[src/design/adc_seq_defines.svh]
`ifndef ADC_SEQ_DEFINES_SVH
`define ADC_SEQ_DEFINES_SVH

// clock and timing
`define CLK_PERIOD_NS    100
`define SAR_WAIT_NS      10000
`define SAR_WAIT_CYC     ((`SAR_WAIT_NS + `CLK_PERIOD_NS - 1) / `CLK_PERIOD_NS)
`define SAR_DIV_CYC      2
`define DS_WINDOW        4
`define TURBO_SPLIT_BITS 5'h10
`define DS_RES_RESET     5'h10

// register byte addresses on the host port
`define REG_CTRL         5'h00
`define REG_CMD          5'h04
`define REG_STATUS       5'h08
`define REG_DS_RESULT    5'h0C
`define REG_SAR_RESULT   5'h10

// control register fields
`define CTRL_MODE_LSB    0
`define CTRL_RES_LSB     2
`define CTRL_SINGLE_BIT  7
`define CTRL_MUX_LSB     8

// command register bits, write one to fire
`define CMD_DS_START     0
`define CMD_DS_STOP      1
`define CMD_SAR_START    2
`define CMD_SAR_WAKE     3

// status register bits
`define ST_DS_READY      0
`define ST_DS_BUSY       1
`define ST_SAR_DONE      2
`define ST_SAR_BUSY      3
`define ST_SAR_READY     4

`endif

[src/design/adc_seq_pkg.sv]
package adc_seq_pkg;

    typedef enum logic [1:0]
    {
        DS_SINGLE = 2'h0,
        DS_MULTI  = 2'h1,
        DS_CONT   = 2'h2,
        DS_TURBO  = 2'h3
    } ds_mode_type;

    typedef enum logic [2:0]
    {
        DS_STANDBY = 3'h1,
        DS_RUN     = 3'h2,
        DS_HOLD    = 3'h4
    } ds_state_type;

    typedef enum logic [2:0]
    {
        SAR_WAKE = 3'h1,
        SAR_IDLE = 3'h2,
        SAR_CONV = 3'h4
    } sar_state_type;

    typedef logic [19:0] ds_word_type;
    typedef logic [11:0] sar_word_type;

endpackage : adc_seq_pkg

[src/design/adc_seq_if.sv]
`timescale 1ns/1ns
interface adc_seq_if;
    import adc_seq_pkg::*;

    logic                ds_convert_request;
    logic                ds_start_bit;
    logic                ds_stop;
    ds_mode_type         ds_mode;
    logic [4:0]          ds_res;
    logic                ds_mux_switch;
    logic                ds_read;
    logic                ds_result_ready;
    logic                ds_busy;
    ds_word_type         ds_result;
    logic                sar_trigger;
    logic                sar_start_bit;
    logic                sar_single_trigger_sel;
    logic                sar_wake;
    logic                sar_read;
    logic                sar_done_flag;
    logic                sar_busy;
    logic                sar_ready;
    sar_word_type        sar_result;

    modport dev
    (
        input  ds_convert_request, ds_start_bit, ds_stop, ds_mode, ds_res,
        input  ds_mux_switch, ds_read,
        output ds_result_ready, ds_busy, ds_result,
        input  sar_trigger, sar_start_bit, sar_single_trigger_sel, sar_wake, sar_read,
        output sar_done_flag, sar_busy, sar_ready, sar_result
    );

    modport host
    (
        output ds_convert_request, ds_start_bit, ds_stop, ds_mode, ds_res,
        output ds_mux_switch, ds_read,
        input  ds_result_ready, ds_busy, ds_result,
        output sar_trigger, sar_start_bit, sar_single_trigger_sel, sar_wake, sar_read,
        input  sar_done_flag, sar_busy, sar_ready, sar_result
    );
endinterface : adc_seq_if

[src/design/adc_conversion_sequencer.sv]
// Functional notes
// - result from last four samples, mux resets
// - four delta-sigma operating modes
// - start by control bit or request
// - ready flag holds until result read
// - single: four conversions, three prime decimator
// - single returns to standby after read
// - completion status readable for polling
// - continuous primes once, then every sample
// - host avoids mux switching in continuous
// - multi re-primes and restarts automatically
// - turbo: multi up to 16 bits
// - request source may be left idle
// - twelve-bit binary search, msb first
// - sar starts by bit or trigger
// - ten microsecond wait after wake
// - done flag holds until result read
// - done flag usable as request source
// - single select: one per trigger
// - continuous results drainable by dma
// - sar clock at most 14 MHz
//
// Our own choices: the address map and the address-and-strobe port.
`include "adc_seq_defines.svh"
`timescale 1ns/1ns
module adc_conversion_sequencer
(
    input  wire logic                       clk,
    input  wire logic                       sys_rst,
    adc_seq_if.dev                          link,
    input  wire logic                       mod_sample_strobe,
    input  wire adc_seq_pkg::ds_word_type   mod_sample,
    input  wire logic                       sar_comp_high,
    output logic                            ds_dec_reset,
    output adc_seq_pkg::sar_word_type       sar_dac_code
);
    import adc_seq_pkg::*;

    ds_state_type  ds_state_q;
    ds_word_type   win_q [0:`DS_WINDOW-1];
    logic [2:0]    fill_q;
    logic          ds_ready_q;
    ds_word_type   ds_result_q;
    logic          ds_start;
    logic          ds_take;
    logic          ds_full;
    logic          ds_reprime;
    logic          ds_clear;
    logic [21:0]   ds_sum;

    sar_state_type sar_state_q;
    logic [7:0]    wait_q;
    logic [1:0]    div_q;
    logic          sar_tick;
    sar_word_type  sar_mask_q;
    sar_word_type  sar_code_q;
    sar_word_type  sar_result_q;
    logic          sar_done_q;
    logic          sar_start;
    logic          sar_finish;
    sar_word_type  sar_keep;

    assign ds_start   = link.ds_start_bit | link.ds_convert_request;
    assign ds_take    = (ds_state_q == DS_RUN) && mod_sample_strobe;
    assign ds_full    = ds_take && (fill_q >= 3'h3);
    assign ds_reprime = (link.ds_mode == DS_MULTI)
                     || ((link.ds_mode == DS_TURBO) && (link.ds_res <= `TURBO_SPLIT_BITS));
    assign ds_clear   = ((ds_state_q == DS_STANDBY) && ds_start) || link.ds_mux_switch
                     || (ds_full && ds_reprime);
    assign ds_sum     = {2'h0, win_q[1]} + {2'h0, win_q[2]} + {2'h0, win_q[3]}
                     + {2'h0, mod_sample};

    always_ff @(posedge clk or posedge sys_rst)
    begin
        if (sys_rst)
        begin
            ds_state_q <= DS_STANDBY;
        end
        else if (link.ds_stop)
        begin
            ds_state_q <= DS_STANDBY;
        end
        else
        begin
            case (ds_state_q)
                DS_STANDBY:
                begin
                    if (ds_start)
                    begin
                        ds_state_q <= DS_RUN;
                    end
                end
                DS_RUN:
                begin
                    if (ds_full && (link.ds_mode == DS_SINGLE))
                    begin
                        ds_state_q <= DS_HOLD;
                    end
                end
                DS_HOLD:
                begin
                    if (link.ds_read)
                    begin
                        ds_state_q <= DS_STANDBY;
                    end
                end
                default:
                begin
                    ds_state_q <= DS_STANDBY;
                end
            endcase
        end
    end

    always_ff @(posedge clk or posedge sys_rst)
    begin
        if (sys_rst)
        begin
            fill_q <= 3'h0;
            for (int i = 0; i < `DS_WINDOW; i++)
            begin
                win_q[i] <= 20'h00000;
            end
        end
        else
        begin
            if (ds_take)
            begin
                win_q[0] <= win_q[1];
                win_q[1] <= win_q[2];
                win_q[2] <= win_q[3];
                win_q[3] <= mod_sample;
            end
            if (ds_clear)
            begin
                fill_q <= 3'h0;
            end
            else if (ds_take && (fill_q != 3'h4))
            begin
                fill_q <= fill_q + 3'h1;
            end
        end
    end

    always_ff @(posedge clk or posedge sys_rst)
    begin
        if (sys_rst)
        begin
            ds_result_q  <= 20'h00000;
            ds_ready_q   <= 1'b0;
            ds_dec_reset <= 1'b0;
        end
        else
        begin
            ds_dec_reset <= ds_clear;
            if (ds_full)
            begin
                ds_result_q <= ds_sum[21:2];
            end
            if (ds_full)
            begin
                ds_ready_q <= 1'b1;
            end
            else if (link.ds_read)
            begin
                ds_ready_q <= 1'b0;
            end
        end
    end

    assign link.ds_result_ready = ds_ready_q;
    assign link.ds_result       = ds_result_q;
    assign link.ds_busy         = (ds_state_q != DS_STANDBY);

    // bit clock well under the limit
    always_ff @(posedge clk or posedge sys_rst)
    begin
        if (sys_rst)
        begin
            div_q <= 2'h0;
        end
        else
        begin
            div_q <= (div_q == 2'(`SAR_DIV_CYC - 1)) ? 2'h0 : div_q + 2'h1;
        end
    end
    assign sar_tick = (div_q == 2'(`SAR_DIV_CYC - 1));

    assign sar_start  = link.sar_start_bit | link.sar_trigger | ~link.sar_single_trigger_sel;
    assign sar_finish = (sar_state_q == SAR_CONV) && sar_tick && sar_mask_q[0];
    // keep bit when input above dac
    assign sar_keep   = sar_comp_high ? sar_code_q : (sar_code_q & ~sar_mask_q);

    always_ff @(posedge clk or posedge sys_rst)
    begin
        if (sys_rst)
        begin
            sar_state_q <= SAR_WAKE;
            wait_q      <= 8'h00;
            sar_mask_q  <= 12'h000;
            sar_code_q  <= 12'h000;
        end
        else if (link.sar_wake)
        begin
            sar_state_q <= SAR_WAKE;
            wait_q      <= 8'h00;
        end
        else
        begin
            case (sar_state_q)
                SAR_WAKE:
                begin
                    if (wait_q == 8'(`SAR_WAIT_CYC - 1))
                    begin
                        sar_state_q <= SAR_IDLE;
                    end
                    else
                    begin
                        wait_q <= wait_q + 8'h01;
                    end
                end
                SAR_IDLE:
                begin
                    if (sar_start)
                    begin
                        sar_state_q <= SAR_CONV;
                        sar_mask_q  <= 12'h800;
                        sar_code_q  <= 12'h800;
                    end
                end
                SAR_CONV:
                begin
                    if (sar_tick)
                    begin
                        sar_code_q <= sar_keep | (sar_mask_q >> 1);
                        sar_mask_q <= sar_mask_q >> 1;
                        if (sar_mask_q[0])
                        begin
                            sar_state_q <= SAR_IDLE;
                        end
                    end
                end
                default:
                begin
                    sar_state_q <= SAR_WAKE;
                end
            endcase
        end
    end

    always_ff @(posedge clk or posedge sys_rst)
    begin
        if (sys_rst)
        begin
            sar_result_q <= 12'h000;
            sar_done_q   <= 1'b0;
        end
        else
        begin
            if (sar_finish)
            begin
                sar_result_q <= sar_keep;
            end
            if (sar_finish)
            begin
                sar_done_q <= 1'b1;
            end
            else if (link.sar_read)
            begin
                sar_done_q <= 1'b0;
            end
        end
    end

    assign sar_dac_code       = sar_code_q;
    assign link.sar_done_flag = sar_done_q;
    assign link.sar_result    = sar_result_q;
    assign link.sar_busy      = (sar_state_q == SAR_CONV);
    assign link.sar_ready     = (sar_state_q != SAR_WAKE);

endmodule : adc_conversion_sequencer

[src/flat_wrapper.sv]
// flat-port wrapper written by rule: the top's interface ports become plain ports
module adc_conversion_sequencer_flat import adc_seq_pkg::*;
  (clk, sys_rst, mod_sample_strobe, mod_sample, sar_comp_high, ds_dec_reset, sar_dac_code, link_ds_convert_request, link_ds_start_bit, link_ds_stop, link_ds_mode, link_ds_res, link_ds_mux_switch, link_ds_read, link_ds_result_ready, link_ds_busy, link_ds_result, link_sar_trigger, link_sar_start_bit, link_sar_single_trigger_sel, link_sar_wake, link_sar_read, link_sar_done_flag, link_sar_busy, link_sar_ready, link_sar_result);
  adc_seq_if link_i ();
  input  wire logic clk;
  input  wire logic sys_rst;
  input  wire logic mod_sample_strobe;
  input  wire adc_seq_pkg::ds_word_type mod_sample;
  input  wire logic sar_comp_high;
  output logic ds_dec_reset;
  output adc_seq_pkg::sar_word_type sar_dac_code;
  input wire logic [$bits(link_i.ds_convert_request)-1:0] link_ds_convert_request;
  input wire logic [$bits(link_i.ds_start_bit)-1:0] link_ds_start_bit;
  input wire logic [$bits(link_i.ds_stop)-1:0] link_ds_stop;
  input wire logic [$bits(link_i.ds_mode)-1:0] link_ds_mode;
  input wire logic [$bits(link_i.ds_res)-1:0] link_ds_res;
  input wire logic [$bits(link_i.ds_mux_switch)-1:0] link_ds_mux_switch;
  input wire logic [$bits(link_i.ds_read)-1:0] link_ds_read;
  output wire logic [$bits(link_i.ds_result_ready)-1:0] link_ds_result_ready;
  output wire logic [$bits(link_i.ds_busy)-1:0] link_ds_busy;
  output wire logic [$bits(link_i.ds_result)-1:0] link_ds_result;
  input wire logic [$bits(link_i.sar_trigger)-1:0] link_sar_trigger;
  input wire logic [$bits(link_i.sar_start_bit)-1:0] link_sar_start_bit;
  input wire logic [$bits(link_i.sar_single_trigger_sel)-1:0] link_sar_single_trigger_sel;
  input wire logic [$bits(link_i.sar_wake)-1:0] link_sar_wake;
  input wire logic [$bits(link_i.sar_read)-1:0] link_sar_read;
  output wire logic [$bits(link_i.sar_done_flag)-1:0] link_sar_done_flag;
  output wire logic [$bits(link_i.sar_busy)-1:0] link_sar_busy;
  output wire logic [$bits(link_i.sar_ready)-1:0] link_sar_ready;
  output wire logic [$bits(link_i.sar_result)-1:0] link_sar_result;
  assign link_i.ds_convert_request = link_ds_convert_request;
  assign link_i.ds_start_bit = link_ds_start_bit;
  assign link_i.ds_stop = link_ds_stop;
  assign link_i.ds_mode = link_ds_mode;
  assign link_i.ds_res = link_ds_res;
  assign link_i.ds_mux_switch = link_ds_mux_switch;
  assign link_i.ds_read = link_ds_read;
  assign link_ds_result_ready = link_i.ds_result_ready;
  assign link_ds_busy = link_i.ds_busy;
  assign link_ds_result = link_i.ds_result;
  assign link_i.sar_trigger = link_sar_trigger;
  assign link_i.sar_start_bit = link_sar_start_bit;
  assign link_i.sar_single_trigger_sel = link_sar_single_trigger_sel;
  assign link_i.sar_wake = link_sar_wake;
  assign link_i.sar_read = link_sar_read;
  assign link_sar_done_flag = link_i.sar_done_flag;
  assign link_sar_busy = link_i.sar_busy;
  assign link_sar_ready = link_i.sar_ready;
  assign link_sar_result = link_i.sar_result;
  adc_conversion_sequencer u_core (.clk(clk), .sys_rst(sys_rst), .link(link_i), .mod_sample_strobe(mod_sample_strobe), .mod_sample(mod_sample), .sar_comp_high(sar_comp_high), .ds_dec_reset(ds_dec_reset), .sar_dac_code(sar_dac_code));
endmodule
[config.mk]
export PLATFORM = sky130hd
export DESIGN_NAME = adc_conversion_sequencer_flat
export DESIGN_NICKNAME = d
export VERILOG_FILES = /design/src/design/adc_seq_pkg.sv /design/src/design/adc_seq_if.sv /design/src/design/adc_conversion_sequencer.sv /design/src/flat_wrapper.sv
export VERILOG_INCLUDE_DIRS = /design/src /design/src/design
export SDC_FILE = /design/constraint.sdc
export NUM_CORES = 1
export LEC_CHECK = 0
export BUFFER_PORTS_ARGS = -buffer_cell sky130_fd_sc_hd__buf_4
export CAP_MARGIN = 0
export CORE_UTILIZATION = 60
export CTS_CLUSTER_DIAMETER = 60
export DETAILED_ROUTE_END_ITERATION = 10
export PLACE_DENSITY = 0.78
export SLEW_MARGIN = 20
export SYNTH_ARGS = -nofsm -noshare
export SYNTH_HDL_FRONTEND = slang
export SYNTH_SLANG_ARGS = --single-unit
[constraint.sdc]
create_clock -name clk -period 10.1 [get_ports clk]
set_input_delay 0 -clock clk [delete_from_list [all_inputs] [get_ports clk]]
set_output_delay 0 -clock clk [all_outputs]
set_load 0.05 [all_outputs]
**Yosys cells after proc, flatten, opt, wreduce, memory -nomap -nowiden**

Cells that the tools add are included.

- Bits in registers: 138
- Input port bits: 41
- Output and inout bits: 50
- Word-level logic and storage cells: 103

- Add/subtract/negate cells: 6
- $lt $le $gt $ge: 2
- Equal/unequal tests: 23
- Multiplexer cells: 27
- Bitwise logic cells: 8
- Reduce and logical (&&, ||, !) cells: 22

Operators with widths:

| cell | count |
|---|---|
| 12-bit two-way mux | 4 |
| 12-bit case mux with 2 select lines | 2 |
| 22-bit by 20-bit adder with 22-bit output | 2 |
| 3-bit two-way mux | 11 |
| 8-bit two-way mux | 3 |
| 20-bit by 20-bit adder with 21-bit output | 1 |
| 3-bit case mux with 3 select lines | 2 |
| 3-bit by 2-bit inequality test with 1-bit output, second input constant | 5 |
| 12-bit bitwise AND | 1 |
| 12-bit NOT | 1 |
| 12-bit by 11-bit OR with 12-bit output | 1 |
| 2-bit nonzero test | 5 |
| 1-bit logical AND | 9 |
| 3-bit inequality test, second input constant | 3 |
| 8-bit by 1-bit adder with 8-bit output, second input constant | 1 |
| 8-bit by 7-bit equality test with 1-bit output, second input constant | 1 |
| 4-bit AND reduction | 2 |
| 3-bit by 1-bit equality test with 1-bit output, second input constant | 2 |
| 3-bit by 2-bit equality test with 1-bit output, second input constant | 2 |
| 3-bit equality test, second input constant | 2 |
| 3-bit by 1-bit inequality test with 1-bit output, second input constant | 2 |
| 5-bit less-or-equal comparator, second input constant | 1 |
| 2-bit by 1-bit equality test with 1-bit output, second input constant | 2 |
| 1-bit two-way mux | 4 |
| 13 further kinds | 19 |

**Depth between registers and ports, before layout**

- Word-level depth: 7
- Depth in mapped cells: 19
- Depth with buffers taken out: 18

**Worst setup path before layout**

OpenSTA, ideal clock, no wires.

- Path type: register -> register
- From: register u_core.win_q[20] (netlist name)
- To: register u_core.ds_result_q[17], in the netlist u_core.link.ds_result[17]
- Setup time: 0.070 ns
- Arrival: 4.090 ns
- Data required time: 10.030 ns
- Setup slack: 5.940 ns
- Stages on the path, launching flop included: 19
- Buffers on the path: 0
- Clock period less this slack: 4.160 ns
- Cells stage by stage: dfrtp_1 ha_1 inv_1 fa_1 nand2b_1 a21oi_1 o2111ai_1 a21boi_1 a221oi_1 xor2_1 fa_1 inv_1 ha_1 a21o_1 a211oi_1 o21ai_1 a31o_1 or4_1 nand3_1

- Longest elaborated chain between the ends: 3

RTL lines:

| what | line | text |
|---|---|---|
| start: declaration | adc_conversion_sequencer.sv:40 | `` ds_word_type win_q [0:`DS_WINDOW-1]; `` |
| 20-bit by 20-bit adder with 21-bit output | adc_conversion_sequencer.sv:70 | `assign ds_sum = {2'h0, win_q[1]} + {2'h0, win_q[2]} + {2'h0, win_q[3]}` |
| 22-bit by 20-bit adder with 22-bit output | adc_conversion_sequencer.sv:70 |  |
| 22-bit by 20-bit adder with 22-bit output | adc_conversion_sequencer.sv:71 | `+ {2'h0, mod_sample};` |
| end signal: assignment | adc_conversion_sequencer.sv:158 | `ds_result_q <= ds_sum[21:2];` |
| end: declaration | adc_conversion_sequencer.sv:43 | `ds_word_type ds_result_q;` |

No other way between the ends.
A chain may end at the register's enable or synchronous reset.

**Final worst setup path**

Same ends and word-level chain as after synthesis.

==> results_dict.tcl <==
set metrics [dict create \
    port_buffers 90 \
    critical_path_class "flop to flop" \
    rr_endpoint "u_core.link.ds_result[17]" \
    slew_headroom_pct 37.3 \
    clock.fmax_mhz 217 \
    cp.arrival_ns 4.96 \
    grt_pass1_vias 6813 \
    rows 42 \
    grt_setup_unrepaired "no" \
    cap_violations 0 \
    syn_to_final_growth_pct 19.9 \
    grt-ovfl-total 0 \
    period_minus_slack_ns 4.60 \
    cts_hold_buffers 28 \
    worstHoldStart "link_ds_mode[0]" \
    worstSetupEndpointType "flop" \
    synth_top_cell_area_share_pct 41.0 \
    fin_worst_skew_ns 0.0110 \
    vias_per_cell 5.74 \
    finish.utilization_pct 74.5 \
    fill_cells 971 \
    hpwl_mm 13.3 \
    synthesis.nets 961 \
    postCtsSetupRepairBufs 0 \
    ctsResizeCount 0 \
    ys_ff_latch 138 \
    start_util_pct 62.1 \
    synthCells 855 \
    cp-start-kind "flop" \
    drt_wl_total_mm 18.8 \
    worst_pin_slew_ns 0.938 \
    fin_cells 1156 \
    fp.dieArea_mm2 0.0143 \
    synth_top_cell_by_area "dfrtp_1" \
    seq_area_frac_synth_pct 41.7 \
    clk_pin_slew_ns 0.06 \
    wire_per_inst_um 16.2 \
    ys_dominant_reg_cell "dfrtp_1" \
    status "finished clean" \
    detail-route-antenna-nets 0 \
    tns_ns 0 \
    crit_fanout 6 \
    whs_ns 0.00642 \
    netlist_area_mm2 0.00830 \
    die_h_um 120 \
    antenna_found_initial 0 \
    cp_data_required_time_ns 10.46 \
    synth.most_common_cell "dfrtp_1" \
    reg2reg_slack_ns 5.50 \
    clock_path_buffers 2 \
    dr.pass1.iters 5 \
    hp-class "primary input to flop" \
    drcViolationCount 0 \
    ys_async_sr_fraction_pct 100 \
    clk_latency_ns 0.43 \
    io_pins 91 \
    core_mm2 0.0133 \
    holdPathEnd "u_core.fill_q[2]" \
    ys_types 67 \
    die_w_um 120 \
    setup_viol_count_final 0 \
    grt_first_pass_wirelength_mm 31.9 \
    cts_root_buffer "clkbuf_16" \
    clock_sinks 138 \
    dp_cells 1096 \
    r2r_start "u_core.win_q[20]" \
    ys.warnings.count 0 \
    post_synth.cell_area_avg_um2 9.70 \
    gp_congestion 0.895 \
    cts_buffers 17 \
    grt_util_all_layers_pct 28.1 \
    slew_viol_final 0 \
    cts_tree "built" \
    startpoint "u_core.win_q[20]" \
    synth-edff-count 0 \
    drive_gt1_share_pct 18.3 \
    layout.nets 1073 \
    grt_max_degree 86 \
    finalCritPeriodShare_pct 45.6 \
    rr_worst_depth 18 \
    holdPathStages 3 \
    drt_iter0_drc 411 \
    vias 6634 \
    synthTopCellsByCount "dfrtp_1, inv_1, nand2_1, o21ai_0, ha_1" \
    antennaDiodeCount 0 \
    synthTopCellsByArea "dfrtp_1, ha_1, mux2_2" \
    htreeDepth 4 \
    hold_viol 0 \
]
worst max path at each step:
stage | to | cells after the start | slack [ns]
4_1_cts | u_core.link.ds_result[17] | 18 | 5.52
3_5_place_dp | u_core.link.ds_result[17] | 18 | 5.55
3_3_place_gp | u_core.link.ds_result[17] | 18 | 5.62
5_1_grt | u_core.link.ds_result[17] | 18 | 5.10
6_report | u_core.link.ds_result[17] | 18 | 5.50
2_1_floorplan | u_core.link.ds_result[17] | 18 | 5.94
per-stage QoR:
step,area (um2),setup WS [ns]
finish,9950,5.50
global route,9950,5.10
CTS,9940,5.52
detailed placement,9080,5.55
global placement,9080,5.62
floorplan,8300,5.94
layout by cell type, fill, tap and decap left out, drive strengths merged, types with 4 or more instances in the layout:
cell type,netlist,final
a211oi,8,8
a21o,19,19
a21oi,38,38
a22o,21,21
a31oi,8,8
and3,6,6
buf,15,93
clkbuf,13,20
clkinvlp,0,4
dfrtp,136,136
dlygate4sd3,0,28
fa,21,21
ha,44,44
inv,104,108
mux2,39,39
mux2i,4,4
nand2,89,89
nand2b,9,9
nand3,12,12
nand3b,5,5
nand4,5,5
nor2,33,33
nor2b,16,16
nor3,5,5
nor3b,5,5
o2111ai,4,4
o211ai,6,6
o21ai,84,84
o21bai,5,5
o31a,4,4
o31ai,14,14
or2,5,5
or3,5,5
or4,4,4
xnor2,17,17
xor2,19,19
critical path, stage by stage (launching register included):
cell       delay, ns
dfrtp_1         0.37
ha_1            0.19
inv_1           0.06
fa_1            0.39
nand2b_1        0.18
a21oi_1         0.22
o2111ai_1       0.20
a21boi_1        0.32
a221oi_1        0.14
xor2_1          0.18
fa_1            0.50
inv_1           0.04
ha_1            0.36
a21o_1          0.23
a211oi_1        0.23
o21ai_1         0.10
a31o_1          0.23
or4_1           0.50
nand3_1         0.09
kinds of logic (layout without fill, tap and decap cells):
logic type / count (synthesis) / after routing / synth area share, %
DFF: 138 / 138 / 41.7
and+or+nand+nor: 211 / 211 / 12.5
AOI/OAI and AO/OA: 230 / 230 / 18.1
buffers and inverters: 132 / 257 / 6.49
muxes: 43 / 43 / 5.78
xor gates and xnor gates: 36 / 36 / 3.80
adders and majority gates: 65 / 65 / 11.7
area by class of cell:
cell class | count | area [um2] | area share (%)
Clock buffer | 20 | 447 | 4.49
Clock inverter | 12 | 139 | 1.40
Inverter | 104 | 395 | 3.97
Multi-Input combinational cell | 585 | 4310 | 43.3
Sequential cell | 138 | 3460 | 34.7
Tap cell | 176 | 220 | 2.21
Timing Repair Buffer | 121 | 982 | 9.87
flip-flops by register name (all words and copies together) (netlist names), 2 cells and up:
signal,cells
u_core.ds_state_q,3
u_core.sar_dac_code,12
u_core.link.ds_result,20
u_core.wait_q,8
u_core.win_q,60
u_core.link.sar_result,12
u_core.sar_state_q,3
u_core.fill_q,3
u_core.sar_mask_q,12
u_core.div_q,2
per-layer routing:
layer | wire length [um] | vias up | global-route usage (%) | share of wire [%]
li1 | - | 3190 | - | -
met1 | 8200 | 3234 | 35.3 | 44
met2 | 9390 | 168 | 48.0 | 50
met3 | 638 | 42 | 4.66 | 3.4
met4 | 531 | 0 | 12.0 | 2.8
met5 | 0 | - | 0 | 0
Power is left out: the tool's default activity adds up to more than one toggle a clock period on the data nets, which glitch-free logic cannot reach.
